[src/timer16_pkg.sv]
// Purpose: Constants, register map and helpers for the 16-bit timer block.
// Assumes: Avalon-MM slave with 32-bit words, timer data in the low byte.
// Notes:   All counting is upward; waveform modes are reduced to up-count.
package timer16_pkg;

  localparam logic [5:0] CTRL_A_OFS  = 6'h00;
  localparam logic [5:0] CTRL_B_OFS  = 6'h04;
  localparam logic [5:0] CTRL_C_OFS  = 6'h08;
  localparam logic [5:0] POWER_OFS   = 6'h0C;
  localparam logic [5:0] CNT_LO_OFS  = 6'h10;
  localparam logic [5:0] CNT_HI_OFS  = 6'h14;
  localparam logic [5:0] CMPA_LO_OFS = 6'h18;
  localparam logic [5:0] CMPA_HI_OFS = 6'h1C;
  localparam logic [5:0] CMPB_LO_OFS = 6'h20;
  localparam logic [5:0] CMPB_HI_OFS = 6'h24;
  localparam logic [5:0] CAP_LO_OFS  = 6'h28;
  localparam logic [5:0] CAP_HI_OFS  = 6'h2C;
  localparam logic [5:0] MASK_OFS    = 6'h30;
  localparam logic [5:0] FLAG_OFS    = 6'h34;

  localparam int FLAG_OVF  = 0;
  localparam int FLAG_CMPA = 1;
  localparam int FLAG_CMPB = 2;
  localparam int FLAG_CAP  = 3;

  localparam int CS_LSB      = 0;
  localparam int WGM_HI_LSB  = 3;
  localparam int ICES_BIT    = 6;
  localparam int ICNC_BIT    = 7;
  localparam int RTG_EN_BIT  = 0;
  localparam int CAP_SEL_BIT = 1;
  localparam int POWER_BIT   = 0;

  localparam logic [7:0] CTRL_RESET  = 8'h00;
  localparam logic [7:0] POWER_RESET = 8'h01;
  localparam logic [3:0] FLAGS_NONE  = 4'h0;

  localparam logic [15:0] BOTTOM_VAL = 16'h0000;
  localparam logic [15:0] MAX_VAL    = 16'hFFFF;
  localparam logic [15:0] TOP_8BIT   = 16'h00FF;
  localparam logic [15:0] TOP_9BIT   = 16'h01FF;
  localparam logic [15:0] TOP_10BIT  = 16'h03FF;

  localparam logic [2:0] CS_OFF     = 3'h0;
  localparam logic [2:0] CS_DIV1    = 3'h1;
  localparam logic [2:0] CS_DIV8    = 3'h2;
  localparam logic [2:0] CS_DIV64   = 3'h3;
  localparam logic [2:0] CS_DIV256  = 3'h4;
  localparam logic [2:0] CS_DIV1024 = 3'h5;
  localparam logic [2:0] CS_EXT_FALL = 3'h6;
  localparam logic [2:0] CS_EXT_RISE = 3'h7;

  localparam logic [9:0] PRE_MASK_8    = 10'h007;
  localparam logic [9:0] PRE_MASK_64   = 10'h03F;
  localparam logic [9:0] PRE_MASK_256  = 10'h0FF;
  localparam logic [9:0] PRE_MASK_1024 = 10'h3FF;

  localparam logic [3:0] FILTER_ALL_HIGH = 4'hF;
  localparam logic [3:0] FILTER_ALL_LOW  = 4'h0;

  typedef logic [3:0] wgm_t;
  typedef enum logic {BUS_IDLE, BUS_ANSWER} bus_state_t;

  function automatic logic [15:0] top_of(input wgm_t m,
                                         input logic [15:0] cmp_a,
                                         input logic [15:0] cap);
    unique case (m)
      4'h1, 4'h5:               top_of = TOP_8BIT;
      4'h2, 4'h6:               top_of = TOP_9BIT;
      4'h3, 4'h7:               top_of = TOP_10BIT;
      4'h4, 4'h9, 4'hB, 4'hF:   top_of = cmp_a;
      4'h8, 4'hA, 4'hC, 4'hE:   top_of = cap;
      default:                  top_of = MAX_VAL;
    endcase
  endfunction : top_of

  function automatic logic is_pwm(input wgm_t m);
    is_pwm = !(m == 4'h0 || m == 4'h4 || m == 4'hC || m == 4'hD);
  endfunction : is_pwm

  function automatic logic ocra_is_top(input wgm_t m);
    ocra_is_top = (m == 4'h4 || m == 4'h9 || m == 4'hB || m == 4'hF);
  endfunction : ocra_is_top

endpackage : timer16_pkg

[src/timer_sig_if.sv]
// Purpose: Carries tick and capture signals between the timer modules.
// Assumes: Single clock domain, all members sampled on ref_clk.
// Notes:   Core drives configuration, leaves drive events.
`timescale 1ns/1ps
interface timer_sig_if;
  logic       tick;
  logic       cap_event;
  logic       power_off;
  logic [2:0] clk_sel;
  logic       edge_rise;
  logic       filter_on;
  logic       cap_sel;
  modport gen  (input clk_sel, power_off, output tick);
  modport cap  (input edge_rise, filter_on, cap_sel, output cap_event);
  modport core (output clk_sel, power_off, edge_rise, filter_on, cap_sel,
                input tick, cap_event);
endinterface : timer_sig_if

[src/timer16_register_access.sv]
// Purpose: 16-bit timer core with byte-wide register access over Avalon-MM.
// Assumes: One wait state per access; master follows high/low byte order.
// Notes:   Holding register is shared; interrupt code touching it corrupts
//          a main-line 16-bit access in progress.
//
// Added by the designer: the placing of the registers and the Avalon-MM slave port.
`timescale 1ns/1ps
module timer16_register_access
  import timer16_pkg::*;
(
  input  wire logic        ref_clk,
  input  wire logic        nrst,
  input  wire logic [5:0]  address,
  input  wire logic        read,
  input  wire logic        write,
  input  wire logic [31:0] writedata,
  output logic      [31:0] readdata,
  output logic             waitrequest,
  input  wire logic        ext_count_pin,
  input  wire logic        capture_input_a,
  input  wire logic        capture_input_b,
  output logic             compare_output_pin_a,
  output logic             compare_output_pin_b,
  output logic             irq
);
  timer_sig_if sig ();

  bus_state_t  state_reg;
  bus_state_t  state_next;
  logic [7:0]  ctrl_a_reg;
  logic [7:0]  ctrl_b_reg;
  logic [7:0]  ctrl_c_reg;
  logic [7:0]  power_reg;
  logic [7:0]  temp_reg;
  logic [7:0]  snap_hi_reg;
  logic [15:0] counter_reg;
  logic [15:0] counter_next;
  logic [15:0] cmpa_buf_reg;
  logic [15:0] cmpb_buf_reg;
  logic [15:0] cmpa_act_reg;
  logic [15:0] cmpb_act_reg;
  logic [15:0] capture_reg;
  logic [15:0] capture_next;
  logic [3:0]  mask_reg;
  logic [3:0]  flag_reg;
  logic [3:0]  flag_next;
  logic [3:0]  flag_set;
  logic [31:0] readdata_reg;
  logic        pin_a_reg;
  logic        pin_b_reg;
  logic [7:0]  rd_byte;

  logic        req, acc, wr_acc, rd_acc;
  logic [7:0]  wbyte;
  logic [15:0] load_word;
  logic        sel_cnt_lo, sel_cap_lo, sel_hi_any, sel_cmp_any;
  logic        wr_cnt_lo, wr_cap_lo, wr_cmpa_lo, wr_cmpb_lo;
  wgm_t        wgm;
  logic [15:0] top_val;
  logic        pwm, ocra_top, at_top, at_max, tick, retrig;
  logic        match_a, match_b, buf_load, wrap;
  logic [7:0]  cnt_hi;

  // Bus handshake: one wait cycle, access takes effect on the answer edge
  assign req         = read | write;
  assign state_next  = (state_reg == BUS_IDLE && req) ? BUS_ANSWER : BUS_IDLE;
  assign waitrequest = req & (state_reg == BUS_IDLE);
  assign acc         = req & (state_reg == BUS_ANSWER);
  assign wr_acc      = write & acc;
  assign rd_acc      = read & acc;
  assign readdata    = readdata_reg;
  assign wbyte       = writedata[7:0];

  assign sel_cnt_lo  = address == CNT_LO_OFS;
  assign sel_cap_lo  = address == CAP_LO_OFS;
  assign sel_hi_any  = address == CNT_HI_OFS || address == CMPA_HI_OFS ||
                       address == CMPB_HI_OFS || address == CAP_HI_OFS;
  assign sel_cmp_any = address == CMPA_LO_OFS || address == CMPA_HI_OFS ||
                       address == CMPB_LO_OFS || address == CMPB_HI_OFS;
  assign wr_cnt_lo   = wr_acc & sel_cnt_lo;
  assign wr_cap_lo   = wr_acc & sel_cap_lo;
  assign wr_cmpa_lo  = wr_acc & (address == CMPA_LO_OFS);
  assign wr_cmpb_lo  = wr_acc & (address == CMPB_LO_OFS);
  assign load_word   = {temp_reg, wbyte};
  assign cnt_hi      = counter_reg[15:8];

  assign wgm      = {ctrl_b_reg[WGM_HI_LSB+1:WGM_HI_LSB], ctrl_a_reg[1:0]};
  assign top_val  = top_of(wgm, cmpa_act_reg, capture_reg);
  assign pwm      = is_pwm(wgm);
  assign ocra_top = ocra_is_top(wgm);
  assign at_top   = counter_reg == top_val;
  assign at_max   = counter_reg == MAX_VAL;
  assign tick     = sig.tick;
  assign retrig   = ctrl_c_reg[RTG_EN_BIT] & sig.cap_event;
  assign wrap     = (tick & at_top) | retrig;
  assign match_a  = tick & (counter_reg == cmpa_act_reg);
  assign match_b  = tick & (counter_reg == cmpb_act_reg);
  // Outside PWM the compare values follow the buffer at once
  assign buf_load = ~pwm | wrap;

  assign sig.clk_sel   = ctrl_b_reg[CS_LSB+2:CS_LSB];
  assign sig.power_off = power_reg[POWER_BIT];
  assign sig.edge_rise = ctrl_b_reg[ICES_BIT];
  assign sig.filter_on = ctrl_b_reg[ICNC_BIT];
  assign sig.cap_sel   = ctrl_c_reg[CAP_SEL_BIT];

  // Bus write wins over clear and count
  assign counter_next = wr_cnt_lo ? load_word :
                        wrap ? BOTTOM_VAL :
                        tick ? counter_reg + 16'h0001 : counter_reg;
  assign capture_next = wr_cap_lo ? load_word :
                        sig.cap_event ? counter_reg : capture_reg;

  assign flag_set[FLAG_OVF]  = tick & ~wr_cnt_lo &
                               (pwm ? at_top : at_max);
  assign flag_set[FLAG_CMPA] = match_a;
  assign flag_set[FLAG_CMPB] = match_b;
  assign flag_set[FLAG_CAP]  = sig.cap_event;
  // Only bits the read reported are cleared; an event that lands while
  // the read is in flight stays set for the next read
  assign flag_next = ((rd_acc && address == FLAG_OFS) ?
                      (flag_reg & ~readdata_reg[3:0]) : flag_reg)
                     | flag_set;
  assign irq = |(flag_reg & mask_reg);

  assign compare_output_pin_a = pin_a_reg;
  assign compare_output_pin_b = pin_b_reg;

  always_comb
  begin
    unique case (address)
      CTRL_A_OFS:  rd_byte = ctrl_a_reg;
      CTRL_B_OFS:  rd_byte = ctrl_b_reg;
      CTRL_C_OFS:  rd_byte = ctrl_c_reg;
      POWER_OFS:   rd_byte = power_reg;
      CNT_LO_OFS:  rd_byte = counter_reg[7:0];
      CNT_HI_OFS:  rd_byte = temp_reg;
      CMPA_LO_OFS: rd_byte = cmpa_buf_reg[7:0];
      CMPA_HI_OFS: rd_byte = cmpa_buf_reg[15:8];
      CMPB_LO_OFS: rd_byte = cmpb_buf_reg[7:0];
      CMPB_HI_OFS: rd_byte = cmpb_buf_reg[15:8];
      CAP_LO_OFS:  rd_byte = capture_reg[7:0];
      CAP_HI_OFS:  rd_byte = temp_reg;
      MASK_OFS:    rd_byte = {4'h0, mask_reg};
      FLAG_OFS:    rd_byte = {4'h0, flag_reg};
      default:     rd_byte = 8'h00;
    endcase
  end

  always_ff @(posedge ref_clk)
  begin
    if (!nrst)
    begin
      state_reg    <= BUS_IDLE;
      readdata_reg <= 32'h0000_0000;
      snap_hi_reg  <= 8'h00;
    end
    else
    begin
      state_reg <= state_next;
      // Snapshot both bytes together so the held high matches the low
      if (read && state_reg == BUS_IDLE)
      begin
        readdata_reg <= {24'h000000, rd_byte};
        snap_hi_reg  <= sel_cap_lo ? capture_reg[15:8] : cnt_hi;
      end
    end
  end

  always_ff @(posedge ref_clk)
  begin
    if (!nrst)
      temp_reg <= 8'h00;
    else if (wr_acc && sel_hi_any)
      temp_reg <= wbyte;
    else if (rd_acc && (sel_cnt_lo || sel_cap_lo))
      temp_reg <= snap_hi_reg;
  end

  always_ff @(posedge ref_clk)
  begin
    if (!nrst)
    begin
      ctrl_a_reg <= CTRL_RESET;
      ctrl_b_reg <= CTRL_RESET;
      ctrl_c_reg <= CTRL_RESET;
      power_reg  <= POWER_RESET;
      mask_reg   <= FLAGS_NONE;
    end
    else if (wr_acc)
    begin
      if (address == CTRL_A_OFS)
        ctrl_a_reg <= {6'h00, wbyte[1:0]};
      if (address == CTRL_B_OFS)
        ctrl_b_reg <= {wbyte[7:6], 1'b0, wbyte[4:0]};
      if (address == CTRL_C_OFS)
        ctrl_c_reg <= {6'h00, wbyte[1:0]};
      if (address == POWER_OFS)
        power_reg <= {7'h00, wbyte[0]};
      if (address == MASK_OFS)
        mask_reg <= wbyte[3:0];
    end
  end

  always_ff @(posedge ref_clk)
  begin
    if (!nrst)
    begin
      counter_reg  <= BOTTOM_VAL;
      capture_reg  <= BOTTOM_VAL;
      flag_reg     <= FLAGS_NONE;
      cmpa_buf_reg <= BOTTOM_VAL;
      cmpb_buf_reg <= BOTTOM_VAL;
      cmpa_act_reg <= BOTTOM_VAL;
      cmpb_act_reg <= BOTTOM_VAL;
    end
    else
    begin
      counter_reg <= counter_next;
      capture_reg <= capture_next;
      flag_reg    <= flag_next;
      if (wr_cmpa_lo)
        cmpa_buf_reg <= load_word;
      if (wr_cmpb_lo)
        cmpb_buf_reg <= load_word;
      if (buf_load)
      begin
        cmpa_act_reg <= cmpa_buf_reg;
        cmpb_act_reg <= cmpb_buf_reg;
      end
    end
  end

  // PWM: set at BOTTOM, clear on match (pin A held low when OCRA is TOP); otherwise toggle on match
  always_ff @(posedge ref_clk)
  begin
    if (!nrst)
    begin
      pin_a_reg <= 1'b0;
      pin_b_reg <= 1'b0;
    end
    else
    begin
      if (pwm && ocra_top)
        pin_a_reg <= 1'b0;
      else if (pwm)
        pin_a_reg <= match_a ? 1'b0 : (wrap ? 1'b1 : pin_a_reg);
      else if (match_a)
        pin_a_reg <= ~pin_a_reg;
      if (pwm)
        pin_b_reg <= match_b ? 1'b0 : (wrap ? 1'b1 : pin_b_reg);
      else if (match_b)
        pin_b_reg <= ~pin_b_reg;
    end
  end

  timer_tick_gen u_tick (
    .ref_clk       (ref_clk),
    .nrst          (nrst),
    .ext_count_pin (ext_count_pin),
    .sig           (sig)
  );

  timer_capture_filter u_cap (
    .ref_clk         (ref_clk),
    .nrst            (nrst),
    .capture_input_a (capture_input_a),
    .capture_input_b (capture_input_b),
    .sig             (sig)
  );
endmodule : timer16_register_access

[src/timer_tick_gen.sv]
// Purpose: Prescaler and external pin edge select giving the timer tick.
// Assumes: ext_count_pin is synchronous to ref_clk.
// Notes:   Prescaler runs free so ticks stay evenly spaced across writes.
`timescale 1ns/1ps
module timer_tick_gen
  import timer16_pkg::*;
(
  input  wire logic   ref_clk,
  input  wire logic   nrst,
  input  wire logic   ext_count_pin,
  timer_sig_if.gen    sig
);
  logic [9:0] pre_reg;
  logic       pin_prev_reg;
  logic       pin_rise;
  logic       pin_fall;
  logic       raw_tick;

  assign pin_rise = ext_count_pin & ~pin_prev_reg;
  assign pin_fall = ~ext_count_pin & pin_prev_reg;

  always_comb
  begin
    unique case (sig.clk_sel)
      CS_OFF:      raw_tick = 1'b0;
      CS_DIV1:     raw_tick = 1'b1;
      CS_DIV8:     raw_tick = (pre_reg & PRE_MASK_8) == PRE_MASK_8;
      CS_DIV64:    raw_tick = (pre_reg & PRE_MASK_64) == PRE_MASK_64;
      CS_DIV256:   raw_tick = (pre_reg & PRE_MASK_256) == PRE_MASK_256;
      CS_DIV1024:  raw_tick = pre_reg == PRE_MASK_1024;
      CS_EXT_FALL: raw_tick = pin_fall;
      CS_EXT_RISE: raw_tick = pin_rise;
    endcase
  end

  // Power-off stops the tick; capture and retrigger still act
  assign sig.tick = raw_tick & ~sig.power_off;

  always_ff @(posedge ref_clk)
  begin
    if (!nrst)
    begin
      pre_reg      <= 10'h000;
      pin_prev_reg <= 1'b0;
    end
    else
    begin
      pre_reg      <= pre_reg + 10'h001;
      pin_prev_reg <= ext_count_pin;
    end
  end
endmodule : timer_tick_gen

[src/timer_capture_filter.sv]
// Purpose: Capture input select, noise filter and edge detector.
// Assumes: Capture inputs are synchronous to ref_clk.
// Notes:   Filter adds four cycles of delay; unfiltered path adds one.
`timescale 1ns/1ps
module timer_capture_filter
  import timer16_pkg::*;
(
  input  wire logic   ref_clk,
  input  wire logic   nrst,
  input  wire logic   capture_input_a,
  input  wire logic   capture_input_b,
  timer_sig_if.cap    sig
);
  logic [3:0] hist_reg;
  logic       level_reg;
  logic       level_next;
  logic       prev_reg;
  logic       sample;

  assign sample = sig.cap_sel ? capture_input_b : capture_input_a;
  // Filtered level moves only after four equal samples
  assign level_next = !sig.filter_on ? sample :
                      (hist_reg == FILTER_ALL_HIGH) ? 1'b1 :
                      (hist_reg == FILTER_ALL_LOW) ? 1'b0 : level_reg;
  assign sig.cap_event = sig.edge_rise ? (level_reg & ~prev_reg)
                                       : (~level_reg & prev_reg);

  always_ff @(posedge ref_clk)
  begin
    if (!nrst)
    begin
      hist_reg  <= 4'h0;
      level_reg <= 1'b0;
      prev_reg  <= 1'b0;
    end
    else
    begin
      hist_reg  <= {hist_reg[2:0], sample};
      level_reg <= level_next;
      prev_reg  <= level_reg;
    end
  end
endmodule : timer_capture_filter

[config.mk]
export PLATFORM = sky130hd
export DESIGN_NAME = timer16_register_access
export DESIGN_NICKNAME = d
export VERILOG_FILES = /design/src/timer16_pkg.sv /design/src/timer_sig_if.sv /design/src/timer16_register_access.sv /design/src/timer_tick_gen.sv /design/src/timer_capture_filter.sv
export SDC_FILE = /design/constraint.sdc
export NUM_CORES = 1
export LEC_CHECK = 0
export ABC_AREA = 1
export BUFFER_PORTS_ARGS = -buffer_cell sky130_fd_sc_hd__buf_2
export CAP_MARGIN = 30
export CORE_MARGIN = 2
export CORE_UTILIZATION = 54
export DETAILED_ROUTE_END_ITERATION = 6
export GPL_ROUTABILITY_DRIVEN = 0
export PLACE_DENSITY = 0.76
export SLEW_MARGIN = 10
export SYNTH_ARGS = -nofsm -noshare
export SYNTH_HDL_FRONTEND = slang
export SYNTH_SLANG_ARGS = --single-unit
[constraint.sdc]
create_clock -name ref_clk -period 2 [get_ports ref_clk]
set_input_delay 0.4 -clock ref_clk [delete_from_list [all_inputs] [get_ports ref_clk]]
set_output_delay 0.4 -clock ref_clk [all_outputs]
set_load 0.02 [all_outputs]
Yosys cells after proc, flatten, opt, wreduce, memory -nomap -nowiden
Cells that the tools add are included.
{ "word_totals": {"register_bits": 160, "inputBits": 45, "output_inout_bits": 36, "wordCells": 175} }
{ "op_classes": {"n_addsub": 2, "eq_ne": 47, "mux": 26, "bitwise": 36, "reduce_logical": 41} }
{ "op_table": {"columns": ["operator", "count"], "rows": [
  ["8-bit case mux with 13 select lines", 1],
  ["16-bit two-way mux", 5],
  ["16-bit case mux with 5 select lines", 1],
  ["16-bit equality test", 3],
  ["6-bit equality test, second input constant", 7],
  ["4-bit equality test, second input constant", 9],
  ["6-bit by 5-bit equality test with 1-bit output, second input constant", 4],
  ["8-bit two-way mux", 3],
  ["1-bit AND", 19],
  ["16-bit by 1-bit adder with 16-bit output, second input constant", 1],
  ["16-bit equality test, second input constant", 1],
  ["4-bit by 3-bit equality test with 1-bit output, second input constant", 4],
  ["3-bit equality test, second input constant", 5],
  ["1-bit two-way mux", 14],
  ["2-bit AND reduction", 7],
  ["6-bit by 4-bit equality test with 1-bit output, second input constant", 2],
  ["4-bit OR reduction", 3],
  ["10-bit by 1-bit adder with 10-bit output, second input constant", 1],
  ["10-bit equality test, second input constant", 1],
  ["1-bit logical OR", 10],
  ["1-bit NOT", 10],
  ["2-bit OR reduction", 5],
  ["4-bit AND", 2],
  ["4-bit by 2-bit equality test with 1-bit output, second input constant", 2],
  ["other kinds (19)", 32]
]} }

Logic depth before layout (Yosys ltp)
Gate-level depths: netlist (run 1).
{ "depth": {"depth_word": 9, "depth_mapped": 19, "depth_no_buf": 16} }

Hierarchy
Synthesis (run 1) repeated with hierarchy kept, for this count alone.
{ "unflattened": {"cells_unflattened": 1203, "area_unflattened_um2": 8536.9} }
{ "modules_own_cells": {"columns": ["module", "n_inst", "cells_per_inst", "area_each_um2", "seq_area_each_um2"], "rows": [
  ["timer16_register_access", 1, 1088, 7742.4, 2862.7],
  ["timer_tick_gen", 1, 81, 560.5, 220.2],
  ["timer_capture_filter", 1, 34, 234.0, 120.1]
]} }

Worst setup path before layout (run 1)
No wires, ideal clock.
{ "synth_timing": {"path_kind": "register to register", "from": "register ctrl_a_reg[0]", "to": "register counter_reg[10]", "setup_ns": 0.120, "arrival_ns": 1.931, "t_required_ns": 1.880, "path_slack_ns": -0.051, "stages_incl_launch_ff": 18, "cell_sequence": "dfxtp_1 -> buf_2 -> nand2_1 -> inv_1 -> nand2_1 -> nand2_2 -> buf_2 -> nand2_1 -> nand4_1 -> nand2_1 -> nor2_1 -> nand2_1 -> nor2_2 -> nand3_2 -> buf_2 -> buf_6 -> nand3b_1 -> a21oi_1"} }
{ "synth_between": {"elab_chain_cells": 8, "elab_cells_between_ends": 26, "classes_between": "eq/ne: 15; mux: 3; bitwise: 2; reduce/logical: 6"} }
{ "synth_rtl": {"columns": ["element", "line_no", "text"], "rows": [
  ["from (decl)", "timer16_register_access.sv:30", "logic [7:0] ctrl_a_reg;"],
  ["from (signal assigned)", "timer16_register_access.sv:193", "ctrl_a_reg <= {6'h00, wbyte[1:0]};"],
  ["4-bit equality test, or another cell as far along", "timer16_pkg.sv:67", "unique case (m)"],
  ["4-bit OR reduction / 2-bit OR reduction (equally long branches)", "timer16_pkg.sv:67", null],
  ["16-bit case mux with 5 select lines (*)", "timer16_pkg.sv:67", null],
  ["16-bit equality test (*)", "timer16_register_access.sv:91", "assign at_top = counter_reg == top_val;"],
  ["1-bit AND (*)", "timer16_register_access.sv:95", "assign wrap = (tick & at_top) | retrig;"],
  ["1-bit OR (*)", "timer16_register_access.sv:95", null],
  ["16-bit two-way mux", "timer16_register_access.sv:109", "wrap ? BOTTOM_VAL :"],
  ["16-bit two-way mux", "timer16_register_access.sv:108", "assign counter_next = wr_cnt_lo ? load_word :"],
  ["to (signal assigned)", "timer16_register_access.sv:219", "counter_reg <= counter_next;"],
  ["to (decl)", "timer16_register_access.sv:36", "logic [15:0] counter_reg;"]
]} }
Mark *: on every way between the ends. The rest lies on a longest branch, timed or not.
A chain may end at the register's enable or synchronous reset.

Worst setup path in the final report (run 1)
{ "layout_timing": {"from": "register ctrl_a_reg[1]", "to": "register cmpb_act_reg[10]"} }
{ "layout_between": {"elab_chain_cells": 7, "elab_cells_between_ends": 29, "classes_between": "eq/ne: 16; mux: 1; bitwise: 3; reduce/logical: 9"} }
{ "layout_rtl": {"columns": ["element", "line_no", "text"], "rows": [
  ["4-bit equality test, or another cell as far along", "timer16_pkg.sv:67, timer16_pkg.sv:78", null],
  ["4-bit OR reduction / 2-bit OR reduction (equally long branches)", "timer16_pkg.sv:67", null],
  ["16-bit case mux with 5 select lines", "timer16_pkg.sv:67", null],
  ["16-bit equality test", "timer16_register_access.sv:91", null],
  ["1-bit AND", "timer16_register_access.sv:95", null],
  ["1-bit OR", "timer16_register_access.sv:95", null],
  ["1-bit OR (*)", "timer16_register_access.sv:99", "assign buf_load = ~pwm | wrap;"],
  ["to (signal assigned)", "timer16_register_access.sv:229", "cmpb_act_reg <= cmpb_buf_reg;"],
  ["to (decl)", "timer16_register_access.sv:41", "logic [15:0] cmpb_act_reg;"]
]} }
Marks and branches as above.

==> flow_summary_export.csv, run 1 <==
group,metric,value,unit
status,outcome,"complete, but fails checks",
status,violations,"negative setup slack",
setup_path,crit_path_end_kind,"flip-flop",
setup_path,worstPathRequired,2.37,ns
placed_design,dp.cells,1613,
global_routing,overflow,0,
detailed_routing,post-route-drc-count,0,
synthesis,synth_ff_type,"dfxtp_1",
min_path,hold_path_depth,3,
sta,finalHoldViolCount,0,
detailed_routing,first_pass_iters,6,
global_routing,grt.total_usage,0.362,
setup_path,crit_path_max_fanout,10,
placed_design,pre_cts_ws,-0.413,ns
sta,relSlewSlack,0.657,
detailed_routing,avgRoutedWirePerCell,18.8,um
detailed_routing,routed_wl,31600,um
floorplanning,die_w,131,um
min_path,hold_start,"ext_count_pin",
synthesis,synth-edff-count,0,
sta,period_minus_slack,2.47,ns
pwr,p_per_area,620,nW/um^2
floorplanning,rows,46,
clock_network,clock_sinks,160,
placed_design,port_buffers,32,
detailed_routing,drtAntennaViolNets,0,
setup_path,worst-setup-path-type,"flip-flop to flip-flop",
sta,period_share,1.23,
floorplanning,core,15800,um^2
global_routing,grt_pass1_vias,8797,
clock_network,clock_path_buffers,2,
synthesis,synthDistinctLibCells,43,
global_routing,grt_pass1_wl,47000,um
synthesis,synth.area.top_cells,"dfxtp_1, nand2_1, inv_1",
clock_network,clk_transition_reported_paths,0.07,ns
placed_design,dp_hpwl,21000,um
clock_network,cts_root_buf,"clkbuf_16",
min_path,hold_end,"u_tick.pin_prev_reg$_SDFF_PN0_",
setup_path,reg2reg_to,"cmpb_act_reg[10]$_SDFFE_PN0P_",
floorplanning,die_area,17200,um^2
setup_path,crit_arrival,2.84,ns
synthesis,syn_area,8710,um^2
clock_network,cts_tree,"built",
pwr,vdd_drop_max,0.662,mV
setup_path,crit_path_start,"ctrl_a_reg[1]$_SDFFE_PN0P_",
clock_network,htreeDepth,4,
sta,setup_viol,53,
finish,nNetsFinal,1493,
finish,final_layout_size_suffix_gt1_frac,0.204,
clock_network,cts_inserted_buffers,17,
synthesis,postSynthAreaPerCell,6.58,um^2
setup_path,regToRegSetupSlack,-0.47,ns
clock_network,clkLatencyLatePin,0.44,ns
finish,areaGrowthSynthToFinish,27.6,%
global_routing,antenna_found_initial,1,
setup_path,rr_worst_depth,18,
detailed_routing,first_iter_violations,1441,
setup_path,start_kind,"flip-flop",
sta,rsz0062_at_grt,"yes",
synthesis,yosysSeqAreaShare,0.368,
job,maxCapViolCount,0,
sta,fmax,0.405,GHz
sta,skew,0.0135,ns
synthesis,synth_top_cell_by_area,"dfxtp_1",
synthesis,ys_async_sr_fraction,0,
synthesis,yosysWarnings,0,
pwr,power_leakage,0.00463,uW
detailed_routing,vias,9927,
synthesis,synth_top_area_share,0.368,
finish,fin_cells,1675,
floorplanning,die_h,131,um
synthesis,synth_seq_cells,160,
floorplanning,start_util,0.550,
setup_path,timing.rr.start,"ctrl_a_reg[1]$_SDFFE_PN0P_",
min_path,hp-class,"input pin to flip-flop",
sta,hold_ws,0.161,ns
sta,slew_viol_final,0,
global_routing,grt_max_degree,106,
floorplanning,ios,81,
sta,layout_setup_ws,-0.469,ns
synthesis,synth_cells,1323,
detailed_routing,viasPerCell,5.93,
sta,worstMarginPinSlew,0.508,ns
## timing repair
item	4_1_cts	5_1_grt
buffers inserted	14	3
resized for setup	60	60
hold buffers	0	0
setup endpoints to repair	53	53
pin swaps	7	21
cloned	4	8
## worst max path at each step
| stage | to | depth (start not counted) |
|---|---|---|
| final | cmpb_act_reg[10]$_SDFFE_PN0P_ | 18 |
| after global placement | counter_reg[6]$_SDFFE_PN0P_ | 14 |
| after CTS | cmpa_act_reg[14]$_SDFFE_PN0P_ | 18 |
| after detailed placement | compare_output_pin_a$_SDFFE_PP0P_ | 17 |
| after global routing | cmpa_act_reg[10]$_SDFFE_PN0P_ | 18 |
| after floorplan | cmpa_act_reg[12]$_SDFFE_PN0P_ | 15 |
## cell families (layout without fill, tap and decap cells)
logic type	count (synthesis)	count (layout)	synth area share
adders and majority gates	3	3	0.00431
and+or+nand+nor	557	557	0.279
other	1	25	0.000431
buffers and inverters	290	402	0.139
xor gates and xnor gates	26	26	0.0261
AOI/OAI and AO/OA	286	286	0.183
DFF	160	160	0.368
## routing by layer
metal / up-vias / global-route usage / routed length, um
met5: - / 0 / 0
met4: 0 / 0.208 / 2250
met3: 203 / 0.0924 / 3560
met2: 706 / 0.569 / 14000
met1: 4480 / 0.450 / 11700
li1: 4538 / - / -
## power breakdown
group	internal (uW)	switching, uW
Combinational	126	289
Sequential	3220	29.3
Clock	1830	1410
## area by class of cell
| class | instances | area, um^2 |
|---|---|---|
| Timing Repair Buffer | 175 | 1550 |
| Timing Repair inverter | 1 | 7.51 |
| Antenna cell | 1 | 2.50 |
| Sequential cell | 160 | 3220 |
| Clock buffer | 22 | 474 |
| Inverter | 194 | 738 |
| Multi-Input combinational cell | 896 | 4750 |
| Clock inverter | 10 | 100 |
| Fill cell | 1223 | 4710 |
| Tap cell | 216 | 270 |
## Yosys cell counts, types with 21 or more instances
master	instances
nand2_1	295
inv_1	189
dfxtp_1	160
a21oi_1	123
nor2_1	102
o21ai_0	85
nand4_1	60
nand3_1	57
clkbuf_1	50
buf_4	26
xor2_1	23
o22ai_1	21
## through the flow
step / area, um^2 / power, uW / TNS, ns / utilization
6_report: 11100 / 6900 / -20.86 / 0.702
5_1_grt: 11100 / 7040 / -28.03 / 0.702
4_1_cts: 10700 / 6850 / -9.35 / 0.675
3_5_place_dp: 9700 / 3690 / -19.27 / 0.613
3_3_place_gp: 9700 / 3690 / -13.78 / 0.613
2_1_floorplan: 8810 / 3580 / 0 / -
## critical path, cell delays in order, from the launching register on
cell	delay (ns)
dfxtp_4	0.40
inv_4	0.06
nand2_4	0.07
nand2_2	0.06
nand3_2	0.10
nand2_4	0.10
buf_6	0.15
buf_16	0.13
nand4_1	0.06
nand2_1	0.07
nor2_1	0.14
nand2_1	0.08
nor2_2	0.20
nand3_4	0.15
buf_12	0.19
clkbuf_16	0.16
nand4_1	0.08
nand2_1	0.08
nor2_1	0.10
## cell usage in the layout, fill, tap and decap left out, types with 3 or more instances in the layout
master / netlist / layout
nand2_1: 295 / 271
inv_1: 189 / 186
dfxtp_1: 160 / 154
buf_4: 26 / 115
a21oi_1: 123 / 109
nor2_1: 102 / 94
o21ai_0: 85 / 84
nand4_1: 60 / 60
nand3_1: 57 / 43
buf_2: 14 / 31
conb_1: 1 / 24
clkbuf_16: 0 / 24
xor2_1: 23 / 23
o22ai_1: 21 / 21
nand2_2: 4 / 20
a31oi_1: 18 / 17
o211ai_1: 17 / 17
nor3_1: 14 / 13
nand3_2: 2 / 13
buf_6: 1 / 11
a21oi_2: 1 / 10
nand3b_1: 10 / 10
nand2_4: 1 / 9
buf_12: 0 / 9
a22oi_1: 8 / 8
nor2_2: 3 / 7
nor2_4: 1 / 5
a21oi_4: 0 / 5
o41ai_1: 5 / 5
clkinvlp_4: 0 / 5
inv_2: 3 / 4
dfxtp_4: 0 / 4
nand3_4: 0 / 3
nor4_1: 4 / 3
xnor2_1: 3 / 3
clkbuf_8: 0 / 3
inv_6: 0 / 3
(Power assumes the default switching activity.)
==> run 2, diff against run 1 <==
- SETUP_SLACK_MARGIN: unset -> 0.05
==> run 2 against run 1 <==
The run still ends with negative setup slack left. Sequential power is essentially flat. Sequential share of layout area rose by 0.84 points. Worst setup slack gained 0.093 ns. Utilization decreased by 2.0 points. Wire length shrank 2.1%. Clock skew down 0.0012 ns. Critical path type unchanged. Critical endpoint is now cmpb_act_reg[4]$_SDFFE_PN0P_. Highest routed layer unchanged.
==> flow_summary_export.csv, run 2 (synthesized netlist as in run 1, its figures left out) <==
group,metric,value,unit
sta,hold_ws,0.165,ns
pwr,vdd_drop_max,0.639,mV
floorplanning,core,15800,um^2
sta,rsz0062_at_grt,"yes",
setup_path,start_kind,"flip-flop",
pwr,p_per_area,645,nW/um^2
finish,final_layout_size_suffix_gt1_frac,0.183,
setup_path,crit_path_max_fanout,8,
sta,skew,0.0123,ns
pwr,power_leakage,0.00453,uW
finish,layout_common_cells,"nand2_1, inv_1, dfxtp_1, a21oi_1, buf_4",
global_routing,grt_pass1_vias,8762,
detailed_routing,drtAntennaViolNets,0,
placed_design,dp_hpwl,20800,um
global_routing,grt.total_usage,0.353,
status,outcome,"complete, but fails checks",
clock_network,clkLatencyLatePin,0.44,ns
clock_network,cts-hold-fix-buffers,0,
floorplanning,ios,81,
sta,finalHoldViolCount,0,
sta,fmax,0.421,GHz
finish,nNetsFinal,1477,
setup_path,worst-setup-path-type,"flip-flop to flip-flop",
detailed_routing,first_iter_violations,1453,
setup_path,worstPathRequired,2.37,ns
clock_network,clk_transition_reported_paths,0.06,ns
finish,areaGrowthSynthToFinish,24.0,%
setup_path,crit_arrival,2.74,ns
placed_design,placed_cell_area,9670,um^2
setup_path,crit_path_end_kind,"flip-flop",
job,maxCapViolCount,0,
global_routing,grt_pass1_wl,46100,um
finish,final_util,0.682,
global_routing,antenna_found_initial,1,
clock_network,htreeDepth,4,
detailed_routing,post-route-drc-count,0,
floorplanning,start_util,0.550,
placed_design,port_buffers,32,
clock_network,cts_root_buf,"clkbuf_16",
floorplanning,die_h,131,um
floorplanning,die_area,17200,um^2
detailed_routing,first_pass_iters,6,
global_routing,overflow,0,
finish,final_common_cell,"nand2_1",
detailed_routing,vias,9688,
sta,setup_viol,53,
sta,worstMarginPinSlew,0.618,ns
sta,relSlewSlack,0.583,
finish,nFillCells,1308,
floorplanning,die_w,131,um
floorplanning,rows,46,
finish,final_area,10800,um^2
min_path,hp-class,"input pin to flip-flop",
global_routing,grt_max_degree,97,
sta,slew_viol_final,0,
clock_network,cts_tree,"built",
detailed_routing,routed_wl,30900,um
status,violations,"negative setup slack",
clock_network,clock_path_buffers,2,
sta,layout_setup_ws,-0.376,ns
detailed_routing,avgRoutedWirePerCell,18.6,um
clock_network,cts_inserted_buffers,17,
sta,period_share,1.19,
sta,period_minus_slack,2.38,ns
detailed_routing,viasPerCell,5.84,
clock_network,clock_sinks,160,
[run 2: cell type report]
| class | count | area [um^2] | area share |
|---|---|---|---|
| inverter | 194 | 738 | 0.0683 |
| clock buffer | 21 | 470 | 0.0436 |
| timing repair inverter | 1 | 7.51 | 0.000695 |
| antenna | 1 | 2.50 | 0.000232 |
| multi-input combinational | 896 | 4630 | 0.429 |
| tap | 216 | 270 | 0.0250 |
| timing repair buffer | 159 | 1340 | 0.124 |
| clock inverter | 11 | 119 | 0.0110 |
| sequential | 160 | 3220 | 0.298 |
[run 2: power breakdown]
group          internal, uW  leakage, uW  switching (uW)
clock                  1850     0.000287            1460
sequential             3210      0.00130            29.1
combinational           125      0.00295             287
[run 2: through the flow]
step / setup slack (ns) / instances / power (uW) / TNS, ns
5_1_grt: -0.548 / 1658 / 7110 / -21.28
6_report: -0.376 / 1659 / 6960 / -17.17
2_1_floorplan: 0.0374 / 1346 / 3580 / 0
3_3_place_gp: -0.326 / 1606 / 3700 / -14.33
4_1_cts: -0.268 / 1649 / 6950 / -11.67
3_5_place_dp: -0.387 / 1606 / 3700 / -17.46
[run 2: layer usage]
metal  up-vias  global-route usage  wire length [um]
li1       4499                   -                 -
met1      4372               0.446             11600
met2       640               0.554             13800
met3       177              0.0798              3360
met4         0               0.207              2140
met5         -                   0                 0
[run 2: worst max-delay path, cell delays in order (launching register included)]
cell and delay (ns):
dfxtp_4 0.39, buf_6 0.15, nand2_2 0.06, inv_2 0.06, nand2_2 0.06, nand2_4 0.11, clkbuf_16 0.17, nand2_4 0.05
nand4_1 0.08, nand2_1 0.06, nor2_2 0.14, nand2_2 0.09, nor2_4 0.18, nand3_4 0.13, buf_8 0.18, buf_12 0.14
nand4_1 0.06, nand2_1 0.05, nor2_1 0.13
[run 2: path summary, 6_finish.rpt]
kind / start / endpoint / slack, ns / cells past startpoint
max reg2reg: ctrl_b_reg[4]$_SDFFE_PN0P_ / cmpb_act_reg[4]$_SDFFE_PN0P_ / -0.38 / 18
max: ctrl_b_reg[4]$_SDFFE_PN0P_ / cmpb_act_reg[4]$_SDFFE_PN0P_ / -0.38 / 18
min reg2reg: u_cap.hist_reg[0]$_SDFF_PN0_ / u_cap.hist_reg[1]$_SDFF_PN0_ / 0.42 / 2
min: ext_count_pin / u_tick.pin_prev_reg$_SDFF_PN0_ / 0.17 / 3
[run 2: timing repair]
item	4_1_cts	5_1_grt
gates resized for setup	35	53
pin swaps	3	26
endpoints found under the setup margin	53	55
gates cloned	4	5
setup buffers	7	6
